--- config.mk ---
export PLATFORM = sky130hd
export DESIGN_NAME = i2c_slave_register_port
export DESIGN_NICKNAME = d
export VERILOG_FILES = /design/src/regport_pkg.sv /design/src/i2c_slave_register_port.sv
export SDC_FILE = /design/constraint.sdc
export NUM_CORES = 1
export LEC_CHECK = 0
export BUFFER_PORTS_ARGS = -buffer_cell sky130_fd_sc_hd__buf_2
export CELL_PAD_IN_SITES_DETAIL_PLACEMENT = 1
export CELL_PAD_IN_SITES_GLOBAL_PLACEMENT = 2
export CORE_AREA = 2 2 227 229
export CTS_CLUSTER_DIAMETER = 30
export CTS_CLUSTER_SIZE = 30
export DETAILED_ROUTE_END_ITERATION = 10
export DIE_AREA = 0 0 229 231
export PLACE_DENSITY_LB_ADDON = 0.1
export REMOVE_ABC_BUFFERS = 1
export SLEW_MARGIN = 20
export SYNTH_ARGS = -nofsm -noshare
export SYNTH_HDL_FRONTEND = slang
export SYNTH_SLANG_ARGS = --single-unit
--- constraint.sdc ---
create_clock -name clk -period 9.4 [get_ports clk]
set_clock_uncertainty 0.2 [all_clocks]
set_input_delay 1.41 -clock clk [delete_from_list [all_inputs] [get_ports clk]]
set_output_delay 1.41 -clock clk [all_outputs]
set_load 0.02 [all_outputs]
--- src/regport_pkg.sv ---
// Constants, types and carriers for the serial register port
package regport_pkg;
   // ************************************************************
   // Slave address and internal register map
   // ************************************************************
   localparam logic [6:0] BASE_ADDR = 7'h20;
   localparam int ADDR_STEP = 3;
   localparam logic [7:0] REG_CFG = 8'h00;
   localparam logic [7:0] REG_PIN_STATE = 8'h01;
   localparam logic [7:0] REG_PULLDOWN = 8'h02;
   localparam logic [7:0] REG_DAC_BASE = 8'h80;
   localparam logic [7:0] BLK_FIRST = 8'hF0;
   localparam logic [7:0] BLK_LAST = 8'hF5;
   localparam logic [7:0] BLK_DAC = 8'hF0;
   localparam int DAC_COUNT = 12;
   localparam int WORD_BYTES = 2;
   localparam logic [5:0] DAC_BLOCK_BYTES = 6'd24;
   localparam logic [5:0] BLOCK_MAX_BYTES = 6'd34;
   localparam logic [5:0] IDX_MAX = 6'h3F;
   localparam int CFG_TOUT_DIS = 0;
   localparam logic [7:0] CFG_RESET = 8'h00;
   localparam logic [7:0] PULLDOWN_RESET = 8'hFF;
   localparam logic [7:0] IDLE_READ = 8'hFF;
   localparam logic [15:0] DAC_RESET = 16'h0000;
   // ************************************************************
   // Timing
   // ************************************************************
   localparam int CLK_MHZ = 25;
   localparam int TOUT_US = 25000;
   localparam int TOUT_CYCLES_DEF = TOUT_US * CLK_MHZ;
   localparam int TOUT_W = 20;
   // ************************************************************
   // Types
   // ************************************************************
   typedef enum logic [2:0] {
      ST_IDLE = 3'b000,
      ST_ADDR = 3'b001,
      ST_ACK = 3'b010,
      ST_RX = 3'b011,
      ST_TX = 3'b100,
      ST_MACK = 3'b101,
      ST_IGNORE = 3'b110
   } state_e;
   typedef logic [1:0] level_t;
   typedef logic [15:0] dac_word_t;
   typedef struct packed {
      logic scl;
      logic sda;
   } twire_s;
   typedef struct packed {
      logic out;
      logic oeN;
   } pin_out_s;
endpackage

--- src/i2c_slave_register_port.sv ---
// Two-wire slave register port with GPIO and DAC data registers
// Behaviour
// - Pin state register mirrors GPIO pins continuously
// - Control bit one releases pin, zero pulls low
// - Slave only, never drives clock or START
// - Eight-bit units, address byte then data
// - Direction one reads, zero writes
// - One or two byte registers, blocks longer
// - Most significant byte and bit first
// - Receiver acknowledges every byte but the master's last read byte, low means ack
// - STOP ends transaction, interface goes idle
// - Repeated START acts exactly like START
// - Two three-level selects give nine addresses
// - Address is base plus three hi plus lo
// - Pointers F0 to F5 are block commands
// - First block streams twelve DAC words, 24 bytes
// - Truncated block writes keep only whole words
// - Long low clock or held data resets interface
// - Config bit disables the bus timeout
// - START anytime resets and expects address byte
// - DAC register drives output directly, no load
`timescale 1ns/1ps
module i2c_slave_register_port #(
   parameter int TOUT_CYCLES = regport_pkg::TOUT_CYCLES_DEF
) (
   input wire logic clk,
   input wire logic rst,
   input wire regport_pkg::twire_s busIn,
   output regport_pkg::pin_out_s sdaPin,
   input wire regport_pkg::level_t addrSelectLo,
   input wire regport_pkg::level_t addrSelectHi,
   input wire logic [7:0] gpioIn,
   output logic [7:0] gpioOut,
   output logic [7:0] gpioOeN,
   output regport_pkg::dac_word_t [regport_pkg::DAC_COUNT-1:0] dacData
);
   import regport_pkg::*;

   if (TOUT_CYCLES < 1 || TOUT_CYCLES >= 2 ** TOUT_W) begin : g_bad_tout
      $error("TOUT_CYCLES does not fit the timeout counter");
   end

   localparam logic [TOUT_W-1:0] TOUT_LIM = TOUT_W'(TOUT_CYCLES);

   // ************************************************************
   // State
   // ************************************************************
   typedef struct packed {
      twire_s s1;
      twire_s s2;
      twire_s prev;
      logic [7:0] gpio1;
      logic [7:0] pinState;
      level_t lo1;
      level_t lo2;
      level_t hi1;
      level_t hi2;
      state_e st;
      logic [3:0] bitCnt;
      logic [7:0] shift;
      logic rw;
      logic sdaLow;
      logic nack;
      logic ptrSet;
      logic [7:0] ptr;
      logic [5:0] idx;
      logic [7:0] hiByte;
      logic [7:0] cfg;
      logic [7:0] pdCtrl;
      logic [TOUT_W-1:0] toutCnt;
      dac_word_t [DAC_COUNT-1:0] dac;
   } state_s;

   state_s q;
   state_s next_q;

   function automatic logic isDac(input logic [7:0] p);
      isDac = (p >= REG_DAC_BASE) && (p < REG_DAC_BASE + 8'(DAC_COUNT));
   endfunction

   // Read data for the current pointer and byte index
   function automatic logic [7:0] readByte(input state_s s);
      logic [3:0] di;
      dac_word_t w;
      di = 4'(s.ptr - REG_DAC_BASE);
      readByte = IDLE_READ;
      if (s.ptr == REG_CFG && s.idx == 6'd0) begin
         readByte = s.cfg;
      end else if (s.ptr == REG_PIN_STATE && s.idx == 6'd0) begin
         readByte = s.pinState;
      end else if (s.ptr == REG_PULLDOWN && s.idx == 6'd0) begin
         readByte = s.pdCtrl;
      end else if (isDac(s.ptr) && s.idx < 6'(WORD_BYTES)) begin
         w = s.dac[di];
         readByte = s.idx[0] ? w[7:0] : w[15:8];
      end else if (s.ptr == BLK_DAC && s.idx < DAC_BLOCK_BYTES) begin
         w = s.dac[s.idx[5:1]];
         readByte = s.idx[0] ? w[7:0] : w[15:8];
      end
   endfunction

   // ************************************************************
   // Next state
   // ************************************************************
   logic rise;
   logic fall;
   logic startDet;
   logic stopDet;
   logic byteEnd;
   logic match;
   logic [6:0] myAddr;
   logic [7:0] rb;

   always_comb begin
      next_q = q;
      rb = readByte(q);
      next_q.s1 = busIn;
      next_q.s2 = q.s1;
      next_q.prev = q.s2;
      next_q.gpio1 = gpioIn;
      next_q.pinState = q.gpio1;
      next_q.lo1 = addrSelectLo;
      next_q.lo2 = q.lo1;
      next_q.hi1 = addrSelectHi;
      next_q.hi2 = q.hi1;
      rise = q.s2.scl && !q.prev.scl;
      fall = !q.s2.scl && q.prev.scl;
      startDet = q.s2.scl && q.prev.scl && q.prev.sda && !q.s2.sda;
      stopDet = q.s2.scl && q.prev.scl && !q.prev.sda && q.s2.sda;
      byteEnd = fall && q.bitCnt == 4'd8;
      myAddr = BASE_ADDR + 7'(ADDR_STEP) * 7'(q.hi2) + 7'(q.lo2);
      match = q.shift[7:1] == myAddr;
      case (q.st)
         ST_ADDR, ST_RX: begin
            if (rise && q.bitCnt < 4'd8) begin
               next_q.shift = {q.shift[6:0], q.s2.sda};
               next_q.bitCnt = q.bitCnt + 4'd1;
            end
            if (byteEnd && q.st == ST_ADDR) begin
               if (match) begin
                  next_q.st = ST_ACK;
                  next_q.sdaLow = 1'b1;
                  next_q.rw = q.shift[0];
                  next_q.idx = 6'd0;
                  next_q.ptrSet = 1'b0;
               end else begin
                  next_q.st = ST_IGNORE;
               end
            end else if (byteEnd) begin
               next_q.st = ST_ACK;
               next_q.sdaLow = 1'b1;
               if (!q.ptrSet) begin
                  next_q.ptr = q.shift;
                  next_q.ptrSet = 1'b1;
               end else begin
                  if (q.ptr == REG_CFG && q.idx == 6'd0) begin
                     next_q.cfg = q.shift;
                  end else if (q.ptr == REG_PULLDOWN && q.idx == 6'd0) begin
                     next_q.pdCtrl = q.shift;
                  end else if (isDac(q.ptr) && q.idx < 6'(WORD_BYTES)) begin
                     if (!q.idx[0]) begin
                        next_q.hiByte = q.shift;
                     end else begin
                        next_q.dac[4'(q.ptr - REG_DAC_BASE)] = {q.hiByte, q.shift};
                     end
                  end else if (q.ptr == BLK_DAC && q.idx < DAC_BLOCK_BYTES) begin
                     // A word lands only when its low byte arrives
                     if (!q.idx[0]) begin
                        next_q.hiByte = q.shift;
                     end else begin
                        next_q.dac[q.idx[5:1]] = {q.hiByte, q.shift};
                     end
                  end
                  if (q.idx != IDX_MAX) begin
                     next_q.idx = q.idx + 6'd1;
                  end
               end
            end
         end
         ST_ACK: begin
            if (fall) begin
               next_q.bitCnt = 4'd0;
               next_q.sdaLow = 1'b0;
               if (q.rw) begin
                  next_q.st = ST_TX;
                  next_q.shift = rb;
                  next_q.sdaLow = !rb[7];
                  next_q.idx = q.idx + 6'd1;
               end else begin
                  next_q.st = ST_RX;
               end
            end
         end
         ST_TX: begin
            if (fall && q.bitCnt == 4'd7) begin
               next_q.st = ST_MACK;
               next_q.sdaLow = 1'b0;
            end else if (fall) begin
               next_q.shift = {q.shift[6:0], 1'b0};
               next_q.sdaLow = !q.shift[6];
               next_q.bitCnt = q.bitCnt + 4'd1;
            end
         end
         ST_MACK: begin
            if (rise) begin
               next_q.nack = q.s2.sda;
            end
            if (fall && q.nack) begin
               next_q.st = ST_IGNORE;
            end else if (fall) begin
               next_q.st = ST_TX;
               next_q.bitCnt = 4'd0;
               next_q.shift = rb;
               next_q.sdaLow = !rb[7];
               if (q.idx != IDX_MAX) begin
                  next_q.idx = q.idx + 6'd1;
               end
            end
         end
         default: begin
            next_q.sdaLow = 1'b0;
         end
      endcase
      if (stopDet) begin
         next_q.st = ST_IDLE;
         next_q.sdaLow = 1'b0;
      end
      if (startDet) begin
         next_q.st = ST_ADDR;
         next_q.bitCnt = 4'd0;
         next_q.sdaLow = 1'b0;
         next_q.nack = 1'b0;
      end
      // Saturating count of low clock or of our own held data line
      if (q.s2.scl && !q.sdaLow) begin
         next_q.toutCnt = '0;
      end else if (q.toutCnt != TOUT_LIM) begin
         next_q.toutCnt = q.toutCnt + TOUT_W'(1);
      end
      if (q.toutCnt == TOUT_LIM && !q.cfg[CFG_TOUT_DIS]) begin
         next_q.st = ST_IDLE;
         next_q.sdaLow = 1'b0;
      end
   end

   always_ff @(posedge clk or posedge rst) begin
      if (rst) begin
         q <= '0;
         q.s1 <= '{scl: 1'b1, sda: 1'b1};
         q.s2 <= '{scl: 1'b1, sda: 1'b1};
         q.prev <= '{scl: 1'b1, sda: 1'b1};
         q.st <= ST_IDLE;
         q.cfg <= CFG_RESET;
         q.pdCtrl <= PULLDOWN_RESET;
         q.dac <= {DAC_COUNT{DAC_RESET}};
      end else begin
         q <= next_q;
      end
   end

   // ************************************************************
   // Outputs
   // ************************************************************
   // Open drain only: the pins are pulled low or left to the pull-up
   assign sdaPin.out = 1'b0;
   assign sdaPin.oeN = !q.sdaLow;
   assign gpioOut = 8'h00;
   assign gpioOeN = q.pdCtrl;
   assign dacData = q.dac;
endmodule

==> results of run 1 <==
==> per-stage QoR <==
stage | instances | worst slack [ps] | instance area [um2] | hold WS (ps)
2_1_floorplan | 1226 | -448 | 15500 | 131
3_3_place_gp | 2147 | 4920 | 17700 | 136
3_5_place_dp | 2148 | 5070 | 17700 | 136
4_1_cts | 2307 | 5060 | 20900 | 144
5_1_grt | 2307 | 4950 | 20900 | 147
6_report | 2307 | 4990 | 20900 | 141
==> layout by cell type, fill, tap and decap left out, types with 9 or more instances in the layout <==
cell type    n
a21oi_1     50
a22oi_1     23
a31oi_1     10
a32oi_1      9
and3_1      13
buf_2      216
buf_4       24
bufinv_16   16
clkbuf_1    17
clkbuf_16   88
clkbuf_8    14
clkinv_2    18
conb_1       9
dfrtp_1    280
dfstp_2     14
inv_1       28
mux2_2     225
mux2_4      10
mux2i_1     70
mux4_2      53
nand2_1     70
nand3_1     40
nand4_1     10
nor2_1      52
nor3_1      26
o21ai_0     29
o22ai_1     18
xor2_1      17
==> layout make-up <==
cell class | count | share of cell area (%)
Sequential cell | 299 | 36.0
Multi-Input combinational cell | 898 | 38.1
Tap cell | 680 | 4.08
Timing Repair Buffer | 242 | 6.22
Inverter | 29 | 0.558
Clock inverter | 40 | 3.21
Clock buffer | 119 | 11.8
==> state kept, by name, indices dropped and copies added (netlist names) <==
name	flops
gpioOeN	8
dacData	192
next_q	16
q	83
==> metal layers <==
layer / wire, um / vias up / track usage (%)
li1: - / 5447 / -
met1: 28100 / 6671 / 31.6
met2: 30500 / 310 / 39.1
met3: 2210 / 103 / 4.19
met4: 1700 / 0 / 7.71
met5: 0 / - / 0
==> worst min-delay path by stage <==
stage	slack [ps]	to	cells after the start
after floorplan	130	q[269]$_DFF_PP0_	0
after global placement	140	q[273]$_DFF_PP0_	0
after detailed placement	140	q[273]$_DFF_PP0_	0
after CTS	140	q[273]$_DFF_PP0_	0
after global routing	150	q[282]$_DFF_PP0_	0
final	140	q[273]$_DFF_PP0_	0
==> cells by family after synthesis <==
group / share of synthesized area, %
AO/OA/AOI/OAI: 7.88
XOR/XNOR: 1.20
adder cells (fa/ha/maj): 0.802
buffers and inverters: 12.1
flip-flops: 42.9
multiplexers: 26.2
other: 0.0215
AND/OR/NAND/NOR: 8.91
==> critical path, cell delays in order (launching register included) <==
cell	delay [ps]
dfrtp_1	640
or4_4	700
nand4b_1	780
nand2_2	370
and3_1	290
nand3_2	710
mux2_2	570
==> power breakdown <==
group	switching, mW	internal [mW]
logic	0.111	0.0578
clock network	0.878	2.25
registers	0.124	1.32
==> impl_metrics.tcl, run 1 <==
set metrics [dict create \
    drcViolationCount 0 \
    final_hold_viol_count 0 \
    cts_max_level 3 \
    cp_data_required_time_ps 9670 \
    clkLatencyLatePin_ps 610 \
    worst_pin_slew_ps 1100 \
    dp_hpwl_um 41100 \
    critPathLaunch "q[239]$_DFFE_PP0P_" \
    critPathLaunchType "register" \
    rrSetupSlack_ps 4990 \
    worstSetupPathType "register to register" \
    min-delay-start "next_q[273]$_DFF_PP0_" \
    diodes 0 \
    fillers 5452 \
    reg2reg_to "dacData[15]$_DFFE_PP0P_" \
    hold_path.class "register to register" \
    avgViaCountPerCell 5.43 \
    synth_cell_types 82 \
    timing.fmax_ghz 0.227 \
    final_net_count 1582 \
    max_slew_margin_pct 26.2 \
    cts_setup_buffers 0 \
    worst_r2r_path_depth 6 \
    setup.worst_path.end "dacData[15]$_DFFE_PP0P_" \
    synth_edf_count 0 \
    io_pins 226 \
    start_util_pct 34.5 \
    p_leak_nw 9.70 \
    seq_area_um2 7510 \
    r2r-start "q[239]$_DFFE_PP0P_" \
    ys_async_sr_fraction_pct 100 \
    setup_tns_ps 0 \
    num_rows 83 \
    grt_pass1_wl_um 92900 \
    seq_area_frac_synth_pct 42.9 \
    die_x_um 229 \
    multi_input_area_um2 7950 \
    setup_viol 0 \
    synth_area_leaders "dfrtp_1 (41%), mux2_2 (15%), buf_4 (9.1%), mux4_2 (6.8%), mux2i_1 (4.0%)" \
    globalRoute.totalOverflow 0 \
    grt_max_degree 163 \
    syn_inst 1530 \
    vdd_drop_max_uv 137 \
    drive_gt1_share_pct 44.2 \
    synth_top_area_cell "dfrtp_1" \
    wirelength_um 62600 \
    grt.total_usage_pct 23.7 \
    clk_path_buf_depth 3 \
    crit_path_max_fanout 16 \
    slew_violations 0 \
    gp_congestion 0.809 \
    drt_iter0_markers 652 \
    crit_arrival_ps 4680 \
    die-area_um2 52900 \
    syn_area_um2 17500 \
    clk_pin_slew_ps 40 \
    rsz0062_at_grt "no" \
    synth_flop_cell "dfrtp_1" \
    final_util_pct 41.1 \
    status "finished, final reports clean" \
    core_um2 50700 \
    hold_buffers 0 \
    yosysMostFrequentCell "dfrtp_1" \
    dr.pass1.iters 5 \
    maxCapViolations 0 \
    ys_ff_latch 299 \
    synthTopCellsByCount "dfrtp_1 (285), mux2_2 (225), buf_4 (212)" \
    cts-root-buf "clkbuf_16" \
    period_share_pct 46.9 \
    cts_buffers 86 \
    first_global_vias 13400 \
    pwr_density_cell_nw_per_um2 227 \
    clock-sinks 299 \
    finalPower_mw 4.74 \
    yosys_warnings 0 \
    synth.top_cell.area_share_pct 40.8 \
    cts_tree "done" \
    ant_nets 0 \
    die_h_um 231 \
    vias 12500 \
    syn_area_per_cell_um2 11.4 \
    antenna_found_initial 1 \
    cts_resized 0 \
    routedWlPerCell_um 27.1 \
    syn2layout_area_growth_pct 19.3 \
    io_buffers 216 \
    end_kind "register" \
    fin_crit_ps 4410 \
]
No activity file was read; power rests on OpenSTA's default activity.
==> run 2, diff against run 1 <==
ABC_AREA = 1   (was default)
CORE_AREA = 2 2 231 233   (was 2 2 227 229)
DIE_AREA = 0 0 233 235   (was 0 0 229 231)
clock period = 4.1 ns   (was 9.4 ns; I/O delays follow)
==> run 2 against run 1 <==
Worst setup slack got worse by 4300 ps. Combinational power rose to 15 times the previous value. Critical path depth up 8. Area after synthesis grew 0.66%. Wire length is 15% higher. Sequential power is 140% higher. Clock power up 130%. Worst hold slack better by 4.0 ps. Fmax up 30%. Largest cell class is now sequential cells. Critical path type unchanged. Final area up 2.3%. Via count increased by 28%.
==> impl_metrics.tcl, run 2 <==
set metrics [dict create \
    status "finished, final reports clean" \
    whs_ps 145 \
    synthTopCellsByCount "nand2_1 (546), inv_1 (316), dfrtp_1 (285)" \
    syn_inst 2294 \
    period_share_pct 83.0 \
    yosys_warnings 0 \
    gp_congestion 0.828 \
    postPlaceCellArea_um2 17900 \
    max_slew_margin_pct 44.2 \
    start_util_pct 33.7 \
    crit_arrival_ps 3710 \
    final_util_pct 40.8 \
    diodes 0 \
    core_um2 52200 \
    syn_area_um2 17600 \
    vdd_drop_max_uv 332 \
    met2_length_um 34200 \
    hold_path.class "register to register" \
    pwr_density_cell_nw_per_um2 628 \
    first_global_vias 16700 \
    final_hold_viol_count 0 \
    timing.fmax_ghz 0.294 \
    vias 16000 \
    dp_hpwl_um 47800 \
    final_net_count 2381 \
    ys_ff_latch 299 \
    drt-met1-wl_um 32600 \
    syn2layout_area_growth_pct 21.3 \
    setup_viol 0 \
    synth_flop_cell "dfrtp_1" \
    cts_resized 0 \
    cts_tree "done" \
    grt.total_usage_pct 26.5 \
    drive_gt1_share_pct 20.4 \
    p_leak_nw 10.2 \
    yosysMostFrequentCell "nand2_1" \
    rsz0062_at_grt "no" \
    fillers 6230 \
    antenna_found_initial 0 \
    final_cell_area_um2 21300 \
    synth_top_area_cell "dfrtp_1" \
    clk_pin_slew_ps 50 \
    io_buffers 216 \
    die_x_um 233 \
    slew_violations 0 \
    largest_register_ffs 192 \
    num_rows 84 \
    setup_ws_ps 698 \
    routedWlPerCell_um 23.1 \
    grt_pass1_wl_um 108000 \
    setup.worst_path.end "q[237]$_DFFE_PP0P_" \
    avgViaCountPerCell 5.14 \
    topRoutingLayerUsed "met4" \
    globalRoute.totalOverflow 0 \
    maxCapViolations 0 \
    ys_async_sr_fraction_pct 100 \
    fin_crit_ps 3400 \
    clkLatencyLatePin_ps 610 \
    drcViolationCount 0 \
    worstSetupPathType "register to register" \
    final_common_cell "nand2_1" \
    dr.pass1.iters 5 \
    synth.top_cell.area_share_pct 40.6 \
    die-area_um2 54800 \
    cts_max_level 3 \
    seq_area_frac_synth_pct 42.6 \
    place_ws_ps 725 \
    cts-root-buf "clkbuf_16" \
    synth_area_leaders "dfrtp_1 (41%), nand2_1 (12%), buf_4 (9.4%), inv_1 (6.7%), o21ai_1 (5.1%)" \
    critPathLaunchType "register" \
    rrSetupSlack_ps 700 \
    cts_setup_buffers 0 \
    wl_met3_um 4150 \
    hold_buffers 15 \
    clk_path_buf_depth 3 \
    cts_buffers 90 \
    reg2reg_to "q[237]$_DFFE_PP0P_" \
    io_pins 226 \
    final_cell_mix "nand2_1 (546), inv_1 (315), dfrtp_1 (285), buf_2 (216), o21ai_1 (178)" \
    critPathLaunch "q[269]$_DFF_PP0_" \
    wirelength_um 72100 \
    r2r-start "q[269]$_DFF_PP0_" \
    synth_edf_count 0 \
    end_kind "register" \
    synth_cell_types 47 \
    worst_pin_slew_ps 837 \
    grt_max_degree 96 \
    drt_iter0_markers 1146 \
    cp_data_required_time_ps 4410 \
    worst_r2r_path_depth 14 \
    clock-sinks 299 \
    ant_nets 0 \
    crit_path_max_fanout 7 \
    syn_area_per_cell_um2 7.67 \
    min_delay_path_depth 0 \
    finalPower_mw 13.4 \
    die_h_um 235 \
]
-- run 2: area by class of cell --
type	instances	area [um2]	area share, %
multi-input combinational	1341	6690	31.3
inverter	324	1220	5.74
clock inverter	44	593	2.78
clock buffer	125	2640	12.4
tap	688	861	4.04
sequential	299	7500	35.2
timing repair buffer	299	1830	8.58
-- run 2: logic make-up after synthesis --
family	after synthesis	share of synthesized area, %
and+or+nand+nor	771	18.8
AOI/OAI and AO/OA	542	17.5
buffers and inverters	662	19.8
xor gates and xnor gates	9	0.448
adders and majority gates	10	0.797
other	1	0.0213
DFF	299	42.6
-- run 2: worst max-delay path, cell delays in order (launching register included) --
cell and delay [ps]:
dfrtp_1 360, inv_1 70, fa_1 530, inv_1 40, ha_1 200, fa_1 500
xnor2_1 110, nand4_1 220, nand2_1 200, nand2_1 80, nand2_1 90, nand3_1 160
inv_1 230, o211ai_1 150, o21ai_1 170
-- run 2: worst min-delay path by stage --
stage,from,endpoint,slack [ps]
floorplan,next_q[269]$_DFF_PP0_,q[269]$_DFF_PP0_,130
global placement,next_q[282]$_DFF_PP0_,q[282]$_DFF_PP0_,130
detailed placement,next_q[282]$_DFF_PP0_,q[282]$_DFF_PP0_,140
CTS,next_q[282]$_DFF_PP0_,q[282]$_DFF_PP0_,150
global route,next_q[282]$_DFF_PP0_,q[282]$_DFF_PP0_,150
finish,next_q[282]$_DFF_PP0_,q[282]$_DFF_PP0_,150
-- run 2: where the power goes --
part | internal [mW] | leakage (nW) | total (mW) | switching [mW]
clock network | 5.25 | 1.60 | 7.33 | 2.08
logic | 0.662 | 4.55 | 2.61 | 1.95
registers | 3.10 | 4.03 | 3.45 | 0.346
-- run 2: per-stage QoR --
step                      std cells  setup TNS (ps)
final                          3120               0
after floorplan                1964        -1491470
after global routing           3120               0
after global placement         2936               0
after detailed placement       2936               0
after CTS                      3120               0
-- run 2: metal layers --
layer	GRT usage [%]	up-vias
li1	-	7364
met1	35.9	8089
met2	43.0	504
met3	5.05	87
met4	7.26	0
met5	0	-
==> run 3, diff against run 2 <==
CORE_AREA = 2 2 242 244   (was 2 2 231 233)
DIE_AREA = 0 0 244 246   (was 0 0 233 235)
clock period = 3.1 ns   (was 4.1 ns; I/O delays follow)
==> run 3 against run 2 <==
Flip-flop and latch count did not move. Count of clock-buffer cells in the layout rose by 4. Worst hold slack lost 3.6 ps. Fmax rose by 16%. Final area up 4.4%. Die area up 9.6%. Via count increased by 0.24%. Worst setup slack lost 540 ps.
==> impl_metrics.tcl, run 3 (synthesis gave the netlist of run 2 again) <==
set metrics [dict create \
    die_x_um 244 \
    io_buffers 216 \
    grt_pass1_wl_um 109000 \
    cts-root-buf "clkbuf_16" \
    critPathLaunchType "register" \
    dp_hpwl_um 50100 \
    fillers 6830 \
    diodes 0 \
    cts_tree "done" \
    vdd_drop_max_uv 427 \
    worst_r2r_path_depth 14 \
    critPathLaunch "q[269]$_DFF_PP0_" \
    timing.fmax_ghz 0.340 \
    gp_congestion 0.829 \
    wl_met3_um 3570 \
    avgViaCountPerCell 4.94 \
    postPlaceCellArea_um2 18600 \
    num_rows 88 \
    clock-sinks 299 \
    first_global_vias 17000 \
    fin_crit_ps 2940 \
    period_share_pct 94.9 \
    drt-met1-wl_um 31800 \
    crit_path_max_fanout 6 \
    clkLatencyLatePin_ps 620 \
    final_cell_mix "nand2_1 (545), inv_1 (314), dfrtp_1 (285), buf_2 (216), o21ai_1 (178)" \
    cp_data_required_time_ps 3420 \
    max_slew_margin_pct 46.0 \
    met2_length_um 34500 \
    setup_tns_ps 0 \
    vias 16100 \
    final_hold_viol_count 0 \
    drcViolationCount 0 \
    worst_pin_slew_ps 809 \
    seq_area_um2 7500 \
    grt_max_degree 75 \
    p_leak_nw 10.6 \
    final_net_count 2433 \
    die-area_um2 60000 \
    crit_arrival_ps 3270 \
    core_um2 57400 \
    dr.pass1.iters 5 \
    cts_max_level 3 \
    cpPeakStageDelay_ps 530 \
    worstSetupPathType "register to register" \
    drt_iter0_markers 879 \
    maxCapViolations 0 \
    largest_register_ffs 192 \
    slowest_stage "fa_1" \
    io_pins 226 \
    drive_gt1_share_pct 22.4 \
    final_cell_area_um2 22300 \
    topRoutingLayerUsed "met4" \
    end_kind "register" \
    grt.total_usage_pct 24.2 \
    status "finished, final reports clean" \
    min_delay_path_depth 0 \
    crit_path_cell_trace "inv_1 > fa_1 > inv_1 > ha_1 > fa_1 > xnor2_1 > nand4_1 > nand2_1 > nand2_1 > nand2_2 > nand3_4 > inv_4 > o211ai_1 > a21oi_1" \
    setup_viol 0 \
    crit_cells 14 \
    syn2layout_area_growth_pct 26.6 \
    final_common_cell "nand2_1" \
    cts_buffers 95 \
    pwr_density_cell_nw_per_um2 835 \
    r2r-start "q[269]$_DFF_PP0_" \
    finalPower_mw 18.6 \
    clk_pin_slew_ps 40 \
    rsz0062_at_grt "yes" \
    ant_nets 0 \
    slew_violations 0 \
    multi_input_area_um2 6710 \
    routedWlPerCell_um 22.2 \
    start_util_pct 30.7 \
    min-delay-start "next_q[278]$_DFF_PP0_" \
    cpLargestDelayFamily "adder cells" \
    die_h_um 246 \
    globalRoute.totalOverflow 0 \
    wirelength_um 72100 \
    critical_path_buf_inv_count 3 \
    clk_path_buf_depth 3 \
    antenna_found_initial 0 \
    final_util_pct 38.8 \
    hold_path.class "register to register" \
]
[run 3: changes by cell type in the layout (fill, tap and decap cells not counted), sizes merged]
cell and delta:
buf +47, bufinv +2, clkbuf +4, clkinv +2
clkinvlp +3, inv -2
[run 3: final timing paths]
path / end / slack (ps)
min in group asynchronous: dacData[98]$_DFFE_PP0P_ / 290
max: q[236]$_DFFE_PP0P_ / 160
max in group asynchronous: q[293]$_DFF_PP1_ / 1620
min: q[278]$_DFF_PP0_ / 140
min reg2reg: q[278]$_DFF_PP0_ / 140
max reg2reg: q[236]$_DFFE_PP0P_ / 160
[run 3: power by group]
part           internal, mW  leakage [nW]  switching (mW)
Sequential             4.11          4.03           0.247
Clock                  7.38          1.70            2.95
Combinational          1.10          4.84            2.80
Total                  12.6          10.6            6.00
[run 3: layout make-up]
class,count,area share (%)
sequential,299,33.7
multi-input combinational,1341,30.1
clock buffer,129,12.3
timing repair buffer,346,10.8
inverter,324,5.51
tap,765,4.30
clock inverter,49,3.33
[run 3: through the flow]
stage          setup WS [ps]  cells  hold WS (ps)
3_5_place_dp            8.32   3054           137
4_1_cts                 23.4   3247           148
3_3_place_gp            50.2   3054           132
2_1_floorplan          -5800   1964           131
6_report                 158   3253           142
5_1_grt                -58.4   3253           153
[run 3: worst register-to-register path: cells and delay by family (launching register included)]
family                   cells  cell delay [ps]
adder cells (fa/ha/maj)      3             1220
XOR/XNOR                     1              120
flip-flops                   1              340
AO/OA/AOI/OAI                2              260
AND/OR/NAND/NOR              5              510
buffers and inverters        3              200
[run 3: repair_timing]
action / CTS / global route
gates resized for setup: 1 / 7
endpoints found under the hold margin: 76 / 0
pin swaps: 0 / 4
hold buffers: 15 / 0
buffers inserted: 0 / 6
setup endpoints to repair: 2 / 42
[run 3: per-layer routing]
metal | track usage (%) | up-vias
li1 | - | 7503
met3 | 4.30 | 142
met2 | 40.3 | 424
met4 | 9.18 | 0
met5 | 0 | -
met1 | 31.3 | 8013
